$ cat config.mk
export PLATFORM = sky130hd
export DESIGN_NAME = sbu_top
export DESIGN_NICKNAME = d
export VERILOG_FILES = /design/src/sbu_pkg.sv /design/src/sbu_top.sv
export SDC_FILE = /design/constraint.sdc
export NUM_CORES = 1
export LEC_CHECK = 0
export BUFFER_PORTS_ARGS = -buffer_cell sky130_fd_sc_hd__buf_2
export CORE_MARGIN = 4
export CORE_UTILIZATION = 55
export DETAILED_ROUTE_END_ITERATION = 6
export PLACE_DENSITY = 0.79
export SETUP_SLACK_MARGIN = 0.4
export SYNTH_ARGS = -nofsm -noshare
export SYNTH_HDL_FRONTEND = slang
export SYNTH_SLANG_ARGS = --single-unit
$ cat constraint.sdc
create_clock -name clk -period 5.56 [get_ports clk]
set_clock_uncertainty 0.2 [all_clocks]
set_input_delay 0.834 -clock clk [delete_from_list [all_inputs] [get_ports clk]]
set_output_delay 0.834 -clock clk [all_outputs]
set_load 0.005 [all_outputs]
$ cat src/sbu_pkg.sv
// Purpose: shared constants and types for the serial bus block
// Assumes: 100 MHz clk, 8-bit registers on a 32-bit Wishbone bus
// Notes:   register index times four gives the byte address
package sbu_pkg;
  localparam int ADR_W = 8;
  // Register indices; UART and sync port share 5..7, selected by bank
  localparam logic [3:0] IDX_UC1  = 4'h5;
  localparam logic [3:0] IDX_UC2  = 4'h6;
  localparam logic [3:0] IDX_UST  = 4'h7;
  localparam logic [3:0] IDX_URX  = 4'h8;
  localparam logic [3:0] IDX_UTX  = 4'h9;
  localparam logic [3:0] IDX_SC1  = 4'h5;
  localparam logic [3:0] IDX_SC2  = 4'h6;
  localparam logic [3:0] IDX_SDB  = 4'h7;
  localparam logic [3:0] IDX_BANK = 4'hC;
  localparam logic [3:0] IDX_IEN  = 4'hD;
  // Baud prescale (16 ticks per bit) and sync port clock exponents
  localparam logic [8:0] BAUD_DIV [6] = '{9'h00D, 9'h01A, 9'h034, 9'h068, 9'h0D0, 9'h1A0};
  localparam logic [3:0] SCK_EXP  [6] = '{4'hD, 4'hB, 4'hA, 4'h8, 4'h6, 4'h5};
  localparam logic [3:0] OVS_LAST = 4'hF;
  localparam logic [3:0] OVS_MID  = 4'h7;
  localparam logic [2:0] RATE_TC4 = 3'b110;
  localparam logic [2:0] BRS_SS   = 3'b110;
  localparam logic [1:0] DIR_TX   = 2'b01;
  localparam logic [1:0] DIR_RX   = 2'b10;
  localparam logic [1:0] LEN_7    = 2'b00;
  localparam logic [1:0] LEN_9    = 2'b10;

  typedef enum logic [1:0] {SBU_IO = 2'b00, SBU_SPI = 2'b01, SBU_UART = 2'b10, SBU_RSV = 2'b11} sbu_mode_e;
  typedef enum logic [1:0] {RX_IDLE = 2'b00, RX_START = 2'b01, RX_BITS = 2'b10} sbu_rx_e;

  typedef struct packed {
    logic ack; logic [7:0] dat; logic bank; logic [3:0] ien;
    logic tx9; logic [1:0] clen; logic [2:0] brate; logic tbe; logic transmit_enable;
    sbu_mode_e mode; logic inv;
    logic rx9; logic even; logic pe; logic perr; logic oerr; logic ferr; logic sync_rx_full_flag; logic receive_enable;
    logic [7:0] rxbuf; logic [7:0] txbuf; logic tpend;
    logic [8:0] bcnt; logic [3:0] tsub; logic tbusy; logic [11:0] tsh; logic [3:0] tcnt; logic txd;
    sbu_rx_e rst; logic [3:0] rsub; logic [3:0] rcnt; logic [10:0] rsh;
    logic sample_phase_sel; logic collision_flag; logic [2:0] brs; logic shift_edge_sel; logic bit_order_sel; logic write_buffer_flag; logic start;
    logic [1:0] tdir; logic srbf; logic [7:0] sdata; logic sbusy;
    logic [7:0] ssh; logic sbit; logic [3:0] shalf; logic [3:0] scnt; logic sck; logic [12:0] pre;
    logic [1:0] rxs; logic [2:0] scks; logic [1:0] sss; logic [1:0] sdis; logic sdo; logic [3:0] irq;
  } sbu_state_s;

  localparam sbu_state_s SBU_RST = '{tbe: 1'b1, txd: 1'b1, sck: 1'b1, rxs: 2'b11, scks: 3'b111,
                                     sss: 2'b11, mode: SBU_IO, rst: RX_IDLE, default: '0};
endpackage : sbu_pkg

$ cat src/sbu_top.sv
// Purpose: UART and synchronous serial port sharing one pin group
// Assumes: classic Wishbone slave, registers banked by a bank register
// Notes:   all state is one struct; ce low freezes every flop
// What this block does
// character length field picks 7, 8, 9 bits
// rate field divides clock or uses timer four
// ninth bit sent and received via own bits
// tx empty flag clears on tx buffer write
// enabling transmit clears the tx empty flag
// enable bits gate transmit and receive
// mode field picks I/O, sync or UART
// invert bit flips UART tx and rx lines
// parity enable adds and checks odd/even parity
// error flags stick until written zero
// rx full flag clears on status read
// enabling receive clears the rx full flag
// rx buffer read only, tx buffer write only
// sample phase: middle or end of bit
// collision flag set by hardware, software clears
// clock field picks divider or external clock
// edge select picks the shift-out edge
// bit order picks MSB or LSB first
// write buffer flag sets on data write
// start bit runs shifter, clears when done
// direction field picks tx/rx, tx, rx
// sync rx full clears on read or enable
// four separately maskable interrupt requests
// start bit low, stop bit high, framing check
// one byte per start through one shifter
//
// The Wishbone register port was left to the implementer.
`timescale 1ns/1ps
module sbu_top
  import sbu_pkg::*;
(
  input  wire logic                      clk,               // System clock
  input  wire logic                      rst_n,             // Async reset
  input  wire logic                      ce,                // Clock enable
  input  wire logic                      wb_cyc_i,          // Bus cycle
  input  wire logic                      wb_stb_i,          // Strobe
  input  wire logic                      wb_we_i,           // Write
  input  wire logic [sbu_pkg::ADR_W-1:0] wb_adr_i,          // Byte address
  input  wire logic [3:0]                wb_sel_i,          // Byte enables
  input  wire logic [31:0]               wb_dat_i,          // Write data
  output logic      [31:0]               wb_dat_o,          // Read data
  output logic                           wb_ack_o,          // Ack
  input  wire logic                      timer_four_output, // Timer pulse
  input  wire logic                      uart_rxd,          // UART in
  output logic                           uart_txd,          // UART out
  input  wire logic                      spi_sck_i,         // Clock in
  output logic                           spi_sck_o,         // Clock out
  output logic                           spi_sck_oe,        // Clock drive
  input  wire logic                      spi_ss_n,          // Select
  input  wire logic                      spi_sdi,           // Data in
  output logic                           spi_sdo,           // Data out
  output logic                           spi_sdo_oe,        // Data drive
  output logic                           irq_rx_err,        // Rx error
  output logic                           irq_rx_full,       // Rx full
  output logic                           irq_tx_empty,      // Tx empty
  output logic                           irq_spi            // Sync done
);
  import sbu_pkg::*;

  sbu_state_s s;
  sbu_state_s n;
  logic       wr;
  logic       rd;
  logic       hit;
  logic [3:0] idx;
  logic [7:0] wd;
  logic       tick;
  logic       rx_done;
  logic       spi_done;
  logic       master;
  logic       sel;
  logic       rin;
  logic [3:0] nb;
  logic [10:0] rb;
  logic [15:0] fr;
  logic       pchk;
  logic       bin;
  logic       mid_e;
  logic       sft_e;

  function automatic logic [3:0] data_bits(input logic [1:0] cl);
    return (cl == LEN_7) ? 4'h7 : (cl == LEN_9) ? 4'h9 : 4'h8;
  endfunction : data_bits

  function automatic logic [8:0] baud_div(input logic [2:0] r);
    return BAUD_DIV[r];
  endfunction : baud_div

  function automatic logic [12:0] half_mask(input logic [2:0] b);
    return 13'((13'h0001 << (SCK_EXP[b] - 4'h1)) - 13'h0001);
  endfunction : half_mask

  function automatic logic [15:0] tx_frame(input logic [8:0] d, input logic [1:0] cl,
                                           input logic pe, input logic ev);
    logic [11:0] f;
    logic [3:0]  k;
    logic        p;
    f = 12'hFFE;
    k = data_bits(cl);
    p = ~ev;
    for (int i = 0; i < 9; i++)
    begin
      if (4'(i) < k)
      begin
        f[i + 1] = d[i];
        p = p ^ d[i];
      end
    end
    if (pe)
      f[int'(k) + 1] = p;
    return {4'(k + 4'(pe) + 4'h2), f};
  endfunction : tx_frame

  function automatic logic [7:0] shift_in(input logic [7:0] r, input logic b, input logic lsb);
    return lsb ? {b, r[7:1]} : {r[6:0], b};
  endfunction : shift_in

  always_comb
  begin
    n = s;
    n.rxs  = {s.rxs[0], uart_rxd};
    n.scks = {s.scks[1:0], spi_sck_i};
    n.sss  = {s.sss[0], spi_ss_n};
    n.sdis = {s.sdis[0], spi_sdi};
    idx = wb_adr_i[5:2];
    hit = wb_adr_i[7:6] == 2'b00;
    wd  = wb_dat_i[7:0];
    wr  = wb_cyc_i & wb_stb_i & s.ack & wb_we_i & wb_sel_i[0] & hit;
    rd  = wb_cyc_i & wb_stb_i & s.ack & ~wb_we_i & hit;
    n.ack = wb_cyc_i & wb_stb_i & ~s.ack;
    tick = 1'b0;
    rx_done = 1'b0;
    spi_done = 1'b0;
    nb = data_bits(s.clen);
    rb = s.rsh;
    fr = tx_frame({s.tx9, s.txbuf}, s.clen, s.pe, s.even);
    pchk = 1'b0;
    bin = 1'b0;
    master = s.brs < BRS_SS;
    sel = (s.brs != BRS_SS) | ~s.sss[1];
    rin = s.rxs[1] ^ s.inv;
    mid_e = s.shift_edge_sel ? (s.scks[1] & ~s.scks[2]) : (~s.scks[1] & s.scks[2]);
    sft_e = s.shift_edge_sel ? (~s.scks[1] & s.scks[2]) : (s.scks[1] & ~s.scks[2]);

    if (wb_cyc_i & wb_stb_i & ~s.ack)
    begin
      n.dat = 8'h00;
      if (hit)
      begin
        case ({s.bank, idx})
          {1'b0, IDX_UC1}: n.dat = {s.tx9, s.clen, s.brate, s.tbe, s.transmit_enable};
          {1'b0, IDX_UC2}: n.dat = {2'b00, s.mode, s.inv, 3'b000};
          {1'b0, IDX_UST}: n.dat = {s.rx9, s.even, s.pe, s.perr, s.oerr, s.ferr, s.sync_rx_full_flag, s.receive_enable};
          {1'b0, IDX_URX}: n.dat = s.rxbuf;
          {1'b1, IDX_SC1}: n.dat = {s.sample_phase_sel, s.collision_flag, s.brs, s.shift_edge_sel, s.bit_order_sel, s.write_buffer_flag};
          {1'b1, IDX_SC2}: n.dat = {s.start, 4'h0, s.tdir, s.srbf};
          {1'b1, IDX_SDB}: n.dat = s.sdata;
          {1'b0, IDX_BANK}, {1'b1, IDX_BANK}: n.dat = {7'h00, s.bank};
          {1'b0, IDX_IEN}, {1'b1, IDX_IEN}: n.dat = {4'h0, s.ien};
          default: n.dat = 8'h00;
        endcase
      end
    end

    // Clears first; hardware sets below override them
    if (rd && !s.bank && idx == IDX_UST && s.dat[1])
      n.sync_rx_full_flag = 1'b0;
    if (rd && s.bank && idx == IDX_SDB)
      n.srbf = 1'b0;
    if (wr)
    begin
      case ({s.bank, idx})
        {1'b0, IDX_UC1}:
        begin
          {n.tx9, n.clen, n.brate} = wd[7:2];
          n.transmit_enable = wd[0];
          if (wd[0] & ~s.transmit_enable)
            n.tbe = 1'b0;
        end
        {1'b0, IDX_UC2}:
        begin
          n.mode = sbu_mode_e'(wd[5:4]);
          n.inv = wd[3];
          if (wd[5:4] == SBU_SPI && s.mode != SBU_SPI)
            n.srbf = 1'b0;
        end
        {1'b0, IDX_UST}:
        begin
          {n.even, n.pe} = wd[6:5];
          n.perr = s.perr & wd[4];
          n.oerr = s.oerr & wd[3];
          n.ferr = s.ferr & wd[2];
          n.receive_enable = wd[0];
          if (wd[0] & ~s.receive_enable)
            n.sync_rx_full_flag = 1'b0;
        end
        {1'b0, IDX_UTX}:
        begin
          n.txbuf = wd;
          n.tpend = 1'b1;
          n.tbe = 1'b0;
        end
        {1'b1, IDX_SC1}:
        begin
          n.sample_phase_sel = wd[7];
          n.collision_flag = s.collision_flag & wd[6];
          {n.brs, n.shift_edge_sel, n.bit_order_sel} = wd[5:1];
        end
        {1'b1, IDX_SC2}:
        begin
          n.start = s.start | wd[7];
          n.tdir = wd[2:1];
        end
        {1'b1, IDX_SDB}:
        begin
          if (s.sbusy)
            n.collision_flag = 1'b1;
          else
          begin
            n.sdata = wd;
            n.write_buffer_flag = 1'b1;
          end
        end
        {1'b0, IDX_BANK}, {1'b1, IDX_BANK}: n.bank = wd[0];
        {1'b0, IDX_IEN}, {1'b1, IDX_IEN}: n.ien = wd[3:0];
        default: n.bcnt = n.bcnt;
      endcase
    end

    // Baud tick, sixteen per bit
    if (s.mode == SBU_UART)
    begin
      if (s.brate == RATE_TC4)
        tick = timer_four_output;
      else if (s.brate < RATE_TC4)
      begin
        tick = s.bcnt >= baud_div(s.brate) - 9'h001;
        n.bcnt = tick ? 9'h000 : s.bcnt + 9'h001;
      end
    end

    // Transmitter
    if (!s.transmit_enable || s.mode != SBU_UART)
      n.tbusy = 1'b0;
    else if (!s.tbusy && s.tpend)
    begin
      n.tsh = fr[11:0];
      n.tcnt = fr[15:12];
      n.tsub = 4'h0;
      n.tbusy = 1'b1;
      n.tpend = 1'b0;
      n.tbe = 1'b1;
    end
    else if (s.tbusy && tick)
    begin
      n.tsub = s.tsub + 4'h1;
      if (s.tsub == OVS_LAST)
      begin
        n.tsh = {1'b1, s.tsh[11:1]};
        n.tcnt = s.tcnt - 4'h1;
        if (s.tcnt == 4'h1)
          n.tbusy = 1'b0;
      end
    end

    // Receiver
    if (!s.receive_enable || s.mode != SBU_UART)
      n.rst = RX_IDLE;
    else
    begin
      case (s.rst)
        RX_IDLE:
        begin
          n.rsub = 4'h0;
          if (!rin)
            n.rst = RX_START;
        end
        RX_START:
        begin
          if (tick)
          begin
            n.rsub = s.rsub + 4'h1;
            if (s.rsub == OVS_MID)
            begin
              n.rst = rin ? RX_IDLE : RX_BITS;
              n.rsub = 4'h0;
              n.rcnt = 4'h0;
            end
          end
        end
        RX_BITS:
        begin
          if (tick)
          begin
            n.rsub = s.rsub + 4'h1;
            if (s.rsub == OVS_LAST)
            begin
              rb[s.rcnt] = rin;
              n.rsh = rb;
              n.rcnt = s.rcnt + 4'h1;
              if (s.rcnt == nb + 4'(s.pe))
              begin
                rx_done = 1'b1;
                n.rst = RX_IDLE;
              end
            end
          end
        end
        default: n.rst = RX_IDLE;
      endcase
    end
    if (rx_done)
    begin
      pchk = ~s.even;
      for (int i = 0; i < 9; i++)
      begin
        if (4'(i) < nb)
          pchk = pchk ^ rb[i];
        if (i < 8)
          n.rxbuf[i] = (4'(i) < nb) & rb[i];
      end
      n.rx9 = (nb == 4'h9) & rb[8];
      if (s.pe && rb[nb] != pchk)
        n.perr = 1'b1;
      if (!rb[int'(nb) + int'(s.pe)])
        n.ferr = 1'b1;
      if (n.sync_rx_full_flag)
        n.oerr = 1'b1;
      n.sync_rx_full_flag = 1'b1;
    end

    // Sync port: one shifter, one byte per start
    n.pre = (s.mode == SBU_SPI) ? s.pre + 13'h0001 : 13'h0000;
    if (s.mode != SBU_SPI)
    begin
      n.sbusy = 1'b0;
      n.sck = ~s.shift_edge_sel;
    end
    else if (!s.sbusy)
    begin
      n.sck = ~s.shift_edge_sel;
      n.shalf = 4'h0;
      n.scnt = 4'h0;
      if (s.start && (master || sel))
      begin
        n.ssh = s.sdata;
        n.sbusy = 1'b1;
        n.write_buffer_flag = 1'b0;
      end
    end
    else if (master)
    begin
      if ((s.pre & half_mask(s.brs)) == half_mask(s.brs))
      begin
        n.shalf = s.shalf + 4'h1;
        n.sck = ~s.sck;
        if (!s.shalf[0])
        begin
          if (!s.sample_phase_sel)
            n.sbit = s.sdis[1];
        end
        else
        begin
          bin = s.sample_phase_sel ? s.sdis[1] : s.sbit;
          n.ssh = shift_in(s.ssh, bin, s.bit_order_sel);
          spi_done = s.shalf == 4'hF;
        end
      end
    end
    else if (!sel)
      n.scnt = 4'h0;
    else if (mid_e)
    begin
      n.sbit = s.sdis[1];
      n.scnt = s.scnt + 4'h1;
      if (s.scnt == 4'h7)
      begin
        n.ssh = shift_in(s.ssh, s.sdis[1], s.bit_order_sel);
        spi_done = 1'b1;
      end
    end
    else if (sft_e && s.scnt != 4'h0)
      n.ssh = shift_in(s.ssh, s.sbit, s.bit_order_sel);
    if (spi_done)
    begin
      n.start = 1'b0;
      n.sbusy = 1'b0;
      if (s.tdir != DIR_TX)
      begin
        n.sdata = n.ssh;
        if (n.srbf)
          n.collision_flag = 1'b1;
        n.srbf = 1'b1;
      end
    end

    // Mode and invert follow the same edge, so no wrong idle level after a mode write
    n.txd = (n.mode != SBU_UART) | ((n.tbusy ? n.tsh[0] : 1'b1) ^ n.inv);
    n.sdo = n.bit_order_sel ? n.ssh[0] : n.ssh[7];
    n.irq = s.ien & {n.perr | n.oerr | n.ferr, n.sync_rx_full_flag, n.tbe, spi_done};
  end

  always_ff @(posedge clk or negedge rst_n)
  begin
    if (!rst_n)
      s <= SBU_RST;
    else if (ce)
      s <= n;
  end

  assign wb_dat_o     = {24'h000000, s.dat};
  assign wb_ack_o     = s.ack;
  assign uart_txd     = s.txd;
  assign spi_sck_o    = s.sck;
  assign spi_sck_oe   = (s.mode == SBU_SPI) & master;
  assign spi_sdo      = s.sdo;
  assign spi_sdo_oe   = (s.mode == SBU_SPI) & (s.tdir != DIR_RX) & (master | sel);
  assign irq_rx_err   = s.irq[3];
  assign irq_rx_full  = s.irq[2];
  assign irq_tx_empty = s.irq[1];
  assign irq_spi      = s.irq[0];
endmodule : sbu_top

# [After elaboration in Yosys (flattened, before gate mapping)]
# Memories as Yosys holds them, arrays and structs flattened.
# Index checks and enable logic that the tools add are counted.
[totals] wordCells=445 output_inout_bits=42 n_memories=2 register_bits=168 romBits=104
[mem_list] name="(no name shown)" words=8 word_bits=9 rd=1 rd_ports_with_merged_regs=0 write_ports=0 line="sbu_top.sv:90" text="return BAUD_DIV[r];"
[mem_list] name="(no name shown)" words=8 word_bits=4 rd=1 rd_ports_with_merged_regs=0 write_ports=0 line="sbu_top.sv:94" text="return 13'((13'h0001 << (SCK_EXP[b] - 4'h1)) - 13'h0001);"
[op_classes] n_bitwise=71 reduce_logical=54 n_addsub=15 order_cmp=20 shift=1 n_eq_ne=55 mux=171
[op_table] op="2-to-1 mux 1 bit" n=99
[op_table] op="2-to-1 mux 9 bit" n=11
[op_table] op="2-to-1 mux 8 bit" n=11
[op_table] op="one-hot mux 8 bit (9 select lines)" n=1
[op_table] op="2-to-1 mux 21 bit" n=3
[op_table] op="2-to-1 mux 11 bit" n=4
[op_table] op="2-to-1 mux 10 bit" n=4
[op_table] op="2-to-1 mux 17 bit" n=2
[op_table] op="2-to-1 mux 4 bit" n=8
[op_table] op="AND reduction 3 bit" n=10
[op_table] op="AND 1 bit" n=28
[op_table] op="2-to-1 mux 13 bit" n=2
[op_table] op="== test 5 bit (second input constant)" n=5
[op_table] op="2-to-1 mux 5 bit" n=5
[op_table] op="!= test 3 bit (second input constant)" n=7
[op_table] op="adder 4 x 1 -> 4 bit (second input constant)" n=5
[op_table] op="== test 5 x 4 -> 1 bit (second input constant)" n=4
[op_table] op="!= test 2 bit (second input constant)" n=10
[op_table] op="XOR 1 bit" n=20
[op_table] op="2-to-1 mux 19 bit" n=1
[op_table] op="== test 4 bit (second input constant)" n=4
[op_table] op="less-than comparator 3 x 4 -> 1 bit (first input constant)" n=4
[op_table] op="== test 5 x 3 -> 1 bit (second input constant)" n=3
[op_table] op="2-to-1 mux 15 bit" n=1
[op_table] op="other kinds (60)" n=135

# [Depth between registers and ports, before layout]
[logic_depth] word_depth=46 mapped_depth=18 ltp_nobuf=15

# [Worst setup path after synthesis]
# OpenSTA, ideal clock, no wires.
[synth_timing] path_type="flip-flop to flip-flop" startpoint="reg s[149] in the netlist's numbering" endpoint="reg s[139] in the netlist's numbering" stages_incl_launch_ff=17 synth_period_minus_slack_ns=4.008 setup_time_ns=0.141 arrival_time_ns=3.667 path_buffers=1 required_ns=5.219 setup_slack_ns=1.552 path_cell_list="dfrtp_1 > buf_2 > inv_1 > ha_1 > inv_1 > a31oi_1 > o22a_1 > ha_1 > a21oi_1 > or2_2 > o21a_1 > a211oi_1 > mux2_2 > or4_1 > and4b_1 > mux2i_1 > a31oi_1"
[synth_between] elab_chain_len=43
[synth_lines] element="start, declared" line="sbu_top.sv:64" text="sbu_state_s s;"
[synth_lines] element="start signal, assigned" line="sbu_top.sv:412" text="s <= n;"
[synth_lines] element="inverter 3 -> 4 bit (not written as such)" line="sbu_top.sv:90"
[synth_lines] element="memory read (8 x 9 bit)"
[synth_lines] element="2-to-1 mux 9 bit (not written as such) (2 in a row)" line="sbu_top.sv:90"
[synth_lines] element="subtractor 9 x 1 -> 9 bit" line="sbu_top.sv:241" text="tick = s.bcnt >= baud_div(s.brate) - 9'h001;"
[synth_lines] element=">= comparator 9 bit" line="sbu_top.sv:241"
[synth_lines] element="2-to-1 mux 1 bit" line="sbu_top.sv:239" text="else if (s.brate < RATE_TC4)"
[synth_lines] element="2-to-1 mux 1 bit *" line="sbu_top.sv:237" text="if (s.brate == RATE_TC4)"
[synth_lines] element="2-to-1 mux 1 bit *" line="sbu_top.sv:235" text="if (s.mode == SBU_UART)"
[synth_lines] element="(+26 left out)"
[synth_lines] element="2-to-1 mux 1 bit" line="sbu_top.sv:316" text="if (rx_done)"
[synth_lines] element="XOR 1 bit" line="sbu_top.sv:322" text="pchk = pchk ^ rb[i];"
[synth_lines] element="2-to-1 mux 1 bit" line="sbu_top.sv:321" text="if (4'(i) < nb)"
[synth_lines] element="2-to-1 mux 1 bit" line="sbu_top.sv:316"
[synth_lines] element="!= test 1 bit" line="sbu_top.sv:327" text="if (s.pe && rb[nb] != pchk)"
[synth_lines] element="logical AND 1 bit" line="sbu_top.sv:327"
[synth_lines] element="2-to-1 mux 1 bit" line="sbu_top.sv:327"
[synth_lines] element="2-to-1 mux 4 bit *" line="sbu_top.sv:316"
# Mark *: on every way between the ends. The rest lies on a longest branch, timed or not. The select of a mux whose other input is x is not followed.
# A chain may end at the register's enable or synchronous reset.

# [Worst setup path after layout]
# Ends and elaborated chain as after synthesis.

==> summary.txt <==
Worst setup path
  – Startpoint types: flip-flop
  – Worst Setup Path Type: reg -> reg
  – Kind of cell adding the most delay to the critical path: compound AO/OA/AOI/OAI gates
  – Critical Path Fanout Max: 11
  – Crit path launch: s[149]
  – CP bufs+invs: 2
  – CP Cell Sequence: inv_1 -> ha_1 -> inv_1 -> a31oi_1 -> o22a_1 -> ha_1 -> a21oi_1 -> or2_2 -> o21a_1 -> a211oi_1 -> mux2_2 -> or4_1 -> and4b_1 -> mux2i_1 -> a31oi_1
  – RR Startpoint: s[149]
  – Crit-path max cell delay: between 0.5 and 0.6 ns
  – Crit. End Element: flip-flop
  – Slowest stage cell, crit path: dfrtp_1
  – WP data required: roughly 5.7 ns
  – Arr. time, crit path: approximately 4.6 ns

Logic synthesis
  – Avg Cell Area, Syn: approximately 9.0 um2
  – Synth warn: 0
  – Syn Inst Count: 1202
  – Synth Flop Type: dfrtp_1
  – Post-synthesis cell area: around 0.011 mm2
  – #FFs+latches synth: approximately 170
  – Mux contribution to synthesized area: 0.0934
  – Synth Area in Adders: 0.0439
  – Largest family of logic cells by synthesized area: compound AO/OA/AOI/OAI gates
  – Synth Area in XOR/XNOR: 0.0296
  – Simple-gate portion of the synthesized area: 0.179
  – Synth cell types: 87
  – Seq/Total Area, Yosys: 0.390
  – Number of synthesized flops with an enable pin: 0
  – Ys async rst share: 1.00
  – Compound-Gate Fraction of Synth Area: 0.203

Final layout
  – Layout cell share with drive strength beyond 1: 0.152
  – Fin cells: roughly 1500
  – Final instance area: approximately 0.012 mm2
  – Most frequent cells in the layout: dfrtp_1, nand2_1, o21ai_0, nor2_1, a21oi_1
  – Fillers: between 1500 and 2000
  – Final #Nets: ~1300
  – Diodes inserted: 0
  – Syn-to-layout area delta: 8.14%
  – Commonest non-fill, non-tap cell in the layout: dfrtp_1

Routing
  – Post-route ant nets: 0
  – Post-DR vias/cell: between 6 and 7
  – Drt total wl: around 28000 um
  – Via count: between 9000 and 10000
  – Drt drc: 0
  – 1st-pass router iterations: 6
  – Routed len/inst: 18.5 um
  – Iter 0 DRT Violations: approximately 970

STA
  – Slew Viols, Final: 0
  – Rel. slew slack: 0.157
  – Final setup TNS: 0 ns
  – Fin worst setup slack: roughly 1.1 ns
  – RSZ-0062 raised after global routing: false
  – Worst-Margin Slew: roughly 1.3 ns
  – Setup-failing EPs final: 0
  – Minimum clock period: 4.49 ns
  – Fin. Hold Viols: 0
  – F_max: approximately 220 MHz
  – Final Cycle Share: 0.807
  – WHS: between 0.2 and 0.3 ns

Clock tree
  – TritonCTS Sinks: roughly 170
  – PostCTS Resize Cnt: 0
  – CTS Hold Buffers Added: 0
  – Skew-Pair Late Insertion Delay: 0.44 ns
  – CTS H-tree lvls: 4
  – CTS clk-pin slew, worst paths: 0.07 ns
  – CTS max path bufs: 2
  – Post-CTS Setup Repair Bufs: 0
  – CTS Buf Count: 17
  – Root Buffer: clkbuf_16
  – CTS tree: done

GRT
  – Number of global-route vias before repair: around 8800
  – Total global routing overflow: 0
  – Largest net degree at the start of global routing: ~110
  – GRT Resource Usage Total: 0.254
  – First-pass GRT wire length: 45100 um
  – Initial antenna violation count: 1

Outcome
  – Status: finished, final reports clean

Placed design
  – # port buffers: 43
  – Placed cells: 1460
  – Cell Area, Placed: 0.0111 mm2
  – RD Place Congestion: 0.950
  – Pre-CTS WS: ~1.1 ns
  – Detailed placement HPWL: approximately 19000 um

Pwr
  – Leakage power: 5.19 nW
  – Cell Pwr Density: 232 mW/mm2
  – VDD IR max: 0.190 mV

Floorplan
  – Die Ht: about 150 um
  – Cell Rows: slightly above 50
  – Chip width: about 150 um
  – Top Ports: 97
  – Initial Util: 0.558
  – Core region area: ~0.019 mm2
  – Die area: approximately 0.022 mm2

Min path
  – Worst Hold Class: in -> async

Run
  – Max-cap violations: 0
==> cell usage after synthesis (5+ instances only) <==
cell	count	area [um2]
nor4_1	5	31.3
a21oi_1	67	335
dfstp_2	10	263
buf_4	32	240
nor4b_1	5	43.8
buf_2	5	25.0
o211ai_1	8	60.1
nand2b_1	12	75.1
nor2b_1	14	87.6
a211oi_2	5	62.6
nor2_1	91	342
or3_1	8	50.1
o22ai_1	12	75.1
clkbuf_1	40	150
mux2i_1	29	290
a21o_1	11	82.6
and2_1	6	37.5
dfrtp_1	158	3950
nand2_1	133	499
nand3_1	38	190
buf_1	5	18.8
mux2_2	62	698
inv_1	47	176
xnor2_1	25	219
and3_1	11	68.8
nand3b_1	7	52.6
o21ai_0	98	490
a22o_1	20	175
a211oi_1	12	90.1
ha_1	38	475
o2bb2ai_1	7	61.3
o21a_1	6	45.0
a22oi_1	16	120
o31ai_1	13	97.6
nor3b_1	7	52.6
xor2_1	9	78.8
nand4_1	12	75.1
a31oi_1	19	119
nor3_1	29	145
==> path summary, 6_finish.rpt <==
path                               endpoint  slack (ns)  depth (start not counted)
worst max-delay path                 s[139]        1.07                         15
worst min-delay path            wb_dat_o[3]        0.28                          1
worst max register to register       s[139]        1.07                         15
worst min register to register       s[103]        0.28                          1
max in group asynchronous             s[74]        3.71                          2
min in group clk                     s[103]        0.28                          1
==> layer usage <==
layer | GRT usage | wire, um
met5 | 0 | 13
met2 | 0.408 | 12800
met1 | 0.347 | 12100
met3 | 0.0442 | 1830
met4 | 0.0998 | 853
==> flip-flops by register name, summed over array words and instances, names as in the netlist <==
signal        flops
irq_rx_err        1
irq_rx_full       1
irq_spi           1
irq_tx_empty      1
n                 5
s               147
spi_sck_o         1
spi_sdo           1
uart_txd          1
wb_ack_o          1
wb_dat_o          8
==> metrics by stage <==
| step | utilization | total power, mW |
|---|---|---|
| 2_1_floorplan | - | 1.41 |
| 3_3_place_gp | 0.571 | 1.48 |
| 3_5_place_dp | 0.571 | 1.49 |
| 4_1_cts | 0.603 | 2.73 |
| 5_1_grt | 0.603 | 2.81 |
| 6_report | 0.603 | 2.72 |
==> power by group <==
part	switching (mW)	total, mW	internal [mW]
logic	0.123	0.194	0.0705
clock network	0.515	1.25	0.735
registers	0.0211	1.27	1.25
total	0.659	2.72	2.06
==> cells by family after synthesis <==
| logic type | Yosys count |
|---|---|
| flops | 168 |
| buf+inv | 135 |
| fa+ha+maj | 38 |
| compound gates | 333 |
| mux | 92 |
| other cells | 2 |
| xor+xnor | 35 |
| simple gates | 399 |
==> worst register-to-register path: cells and delay by family, from the launching register on <==
kind / cells / cell delay [ns]
AO/OA/AOI/OAI: 6 / 1.14
AND/OR/NAND/NOR: 3 / 1.03
multiplexers: 2 / 0.60
adder cells (fa/ha/maj): 2 / 0.59
flip-flops: 1 / 0.57
buffers and inverters: 2 / 0.22
==> final cells by class <==
type,instances,area (um2),share of cell area
Clock buffer,19,453,0.0387
Sequential cell,168,4220,0.360
Inverter,49,184,0.0157
Tap cell,265,332,0.0283
Clock inverter,13,168,0.0143
Timing Repair Buffer,55,312,0.0266
Multi-Input combinational cell,923,6040,0.516
Note: power is estimated with default switching activity, not from simulation.
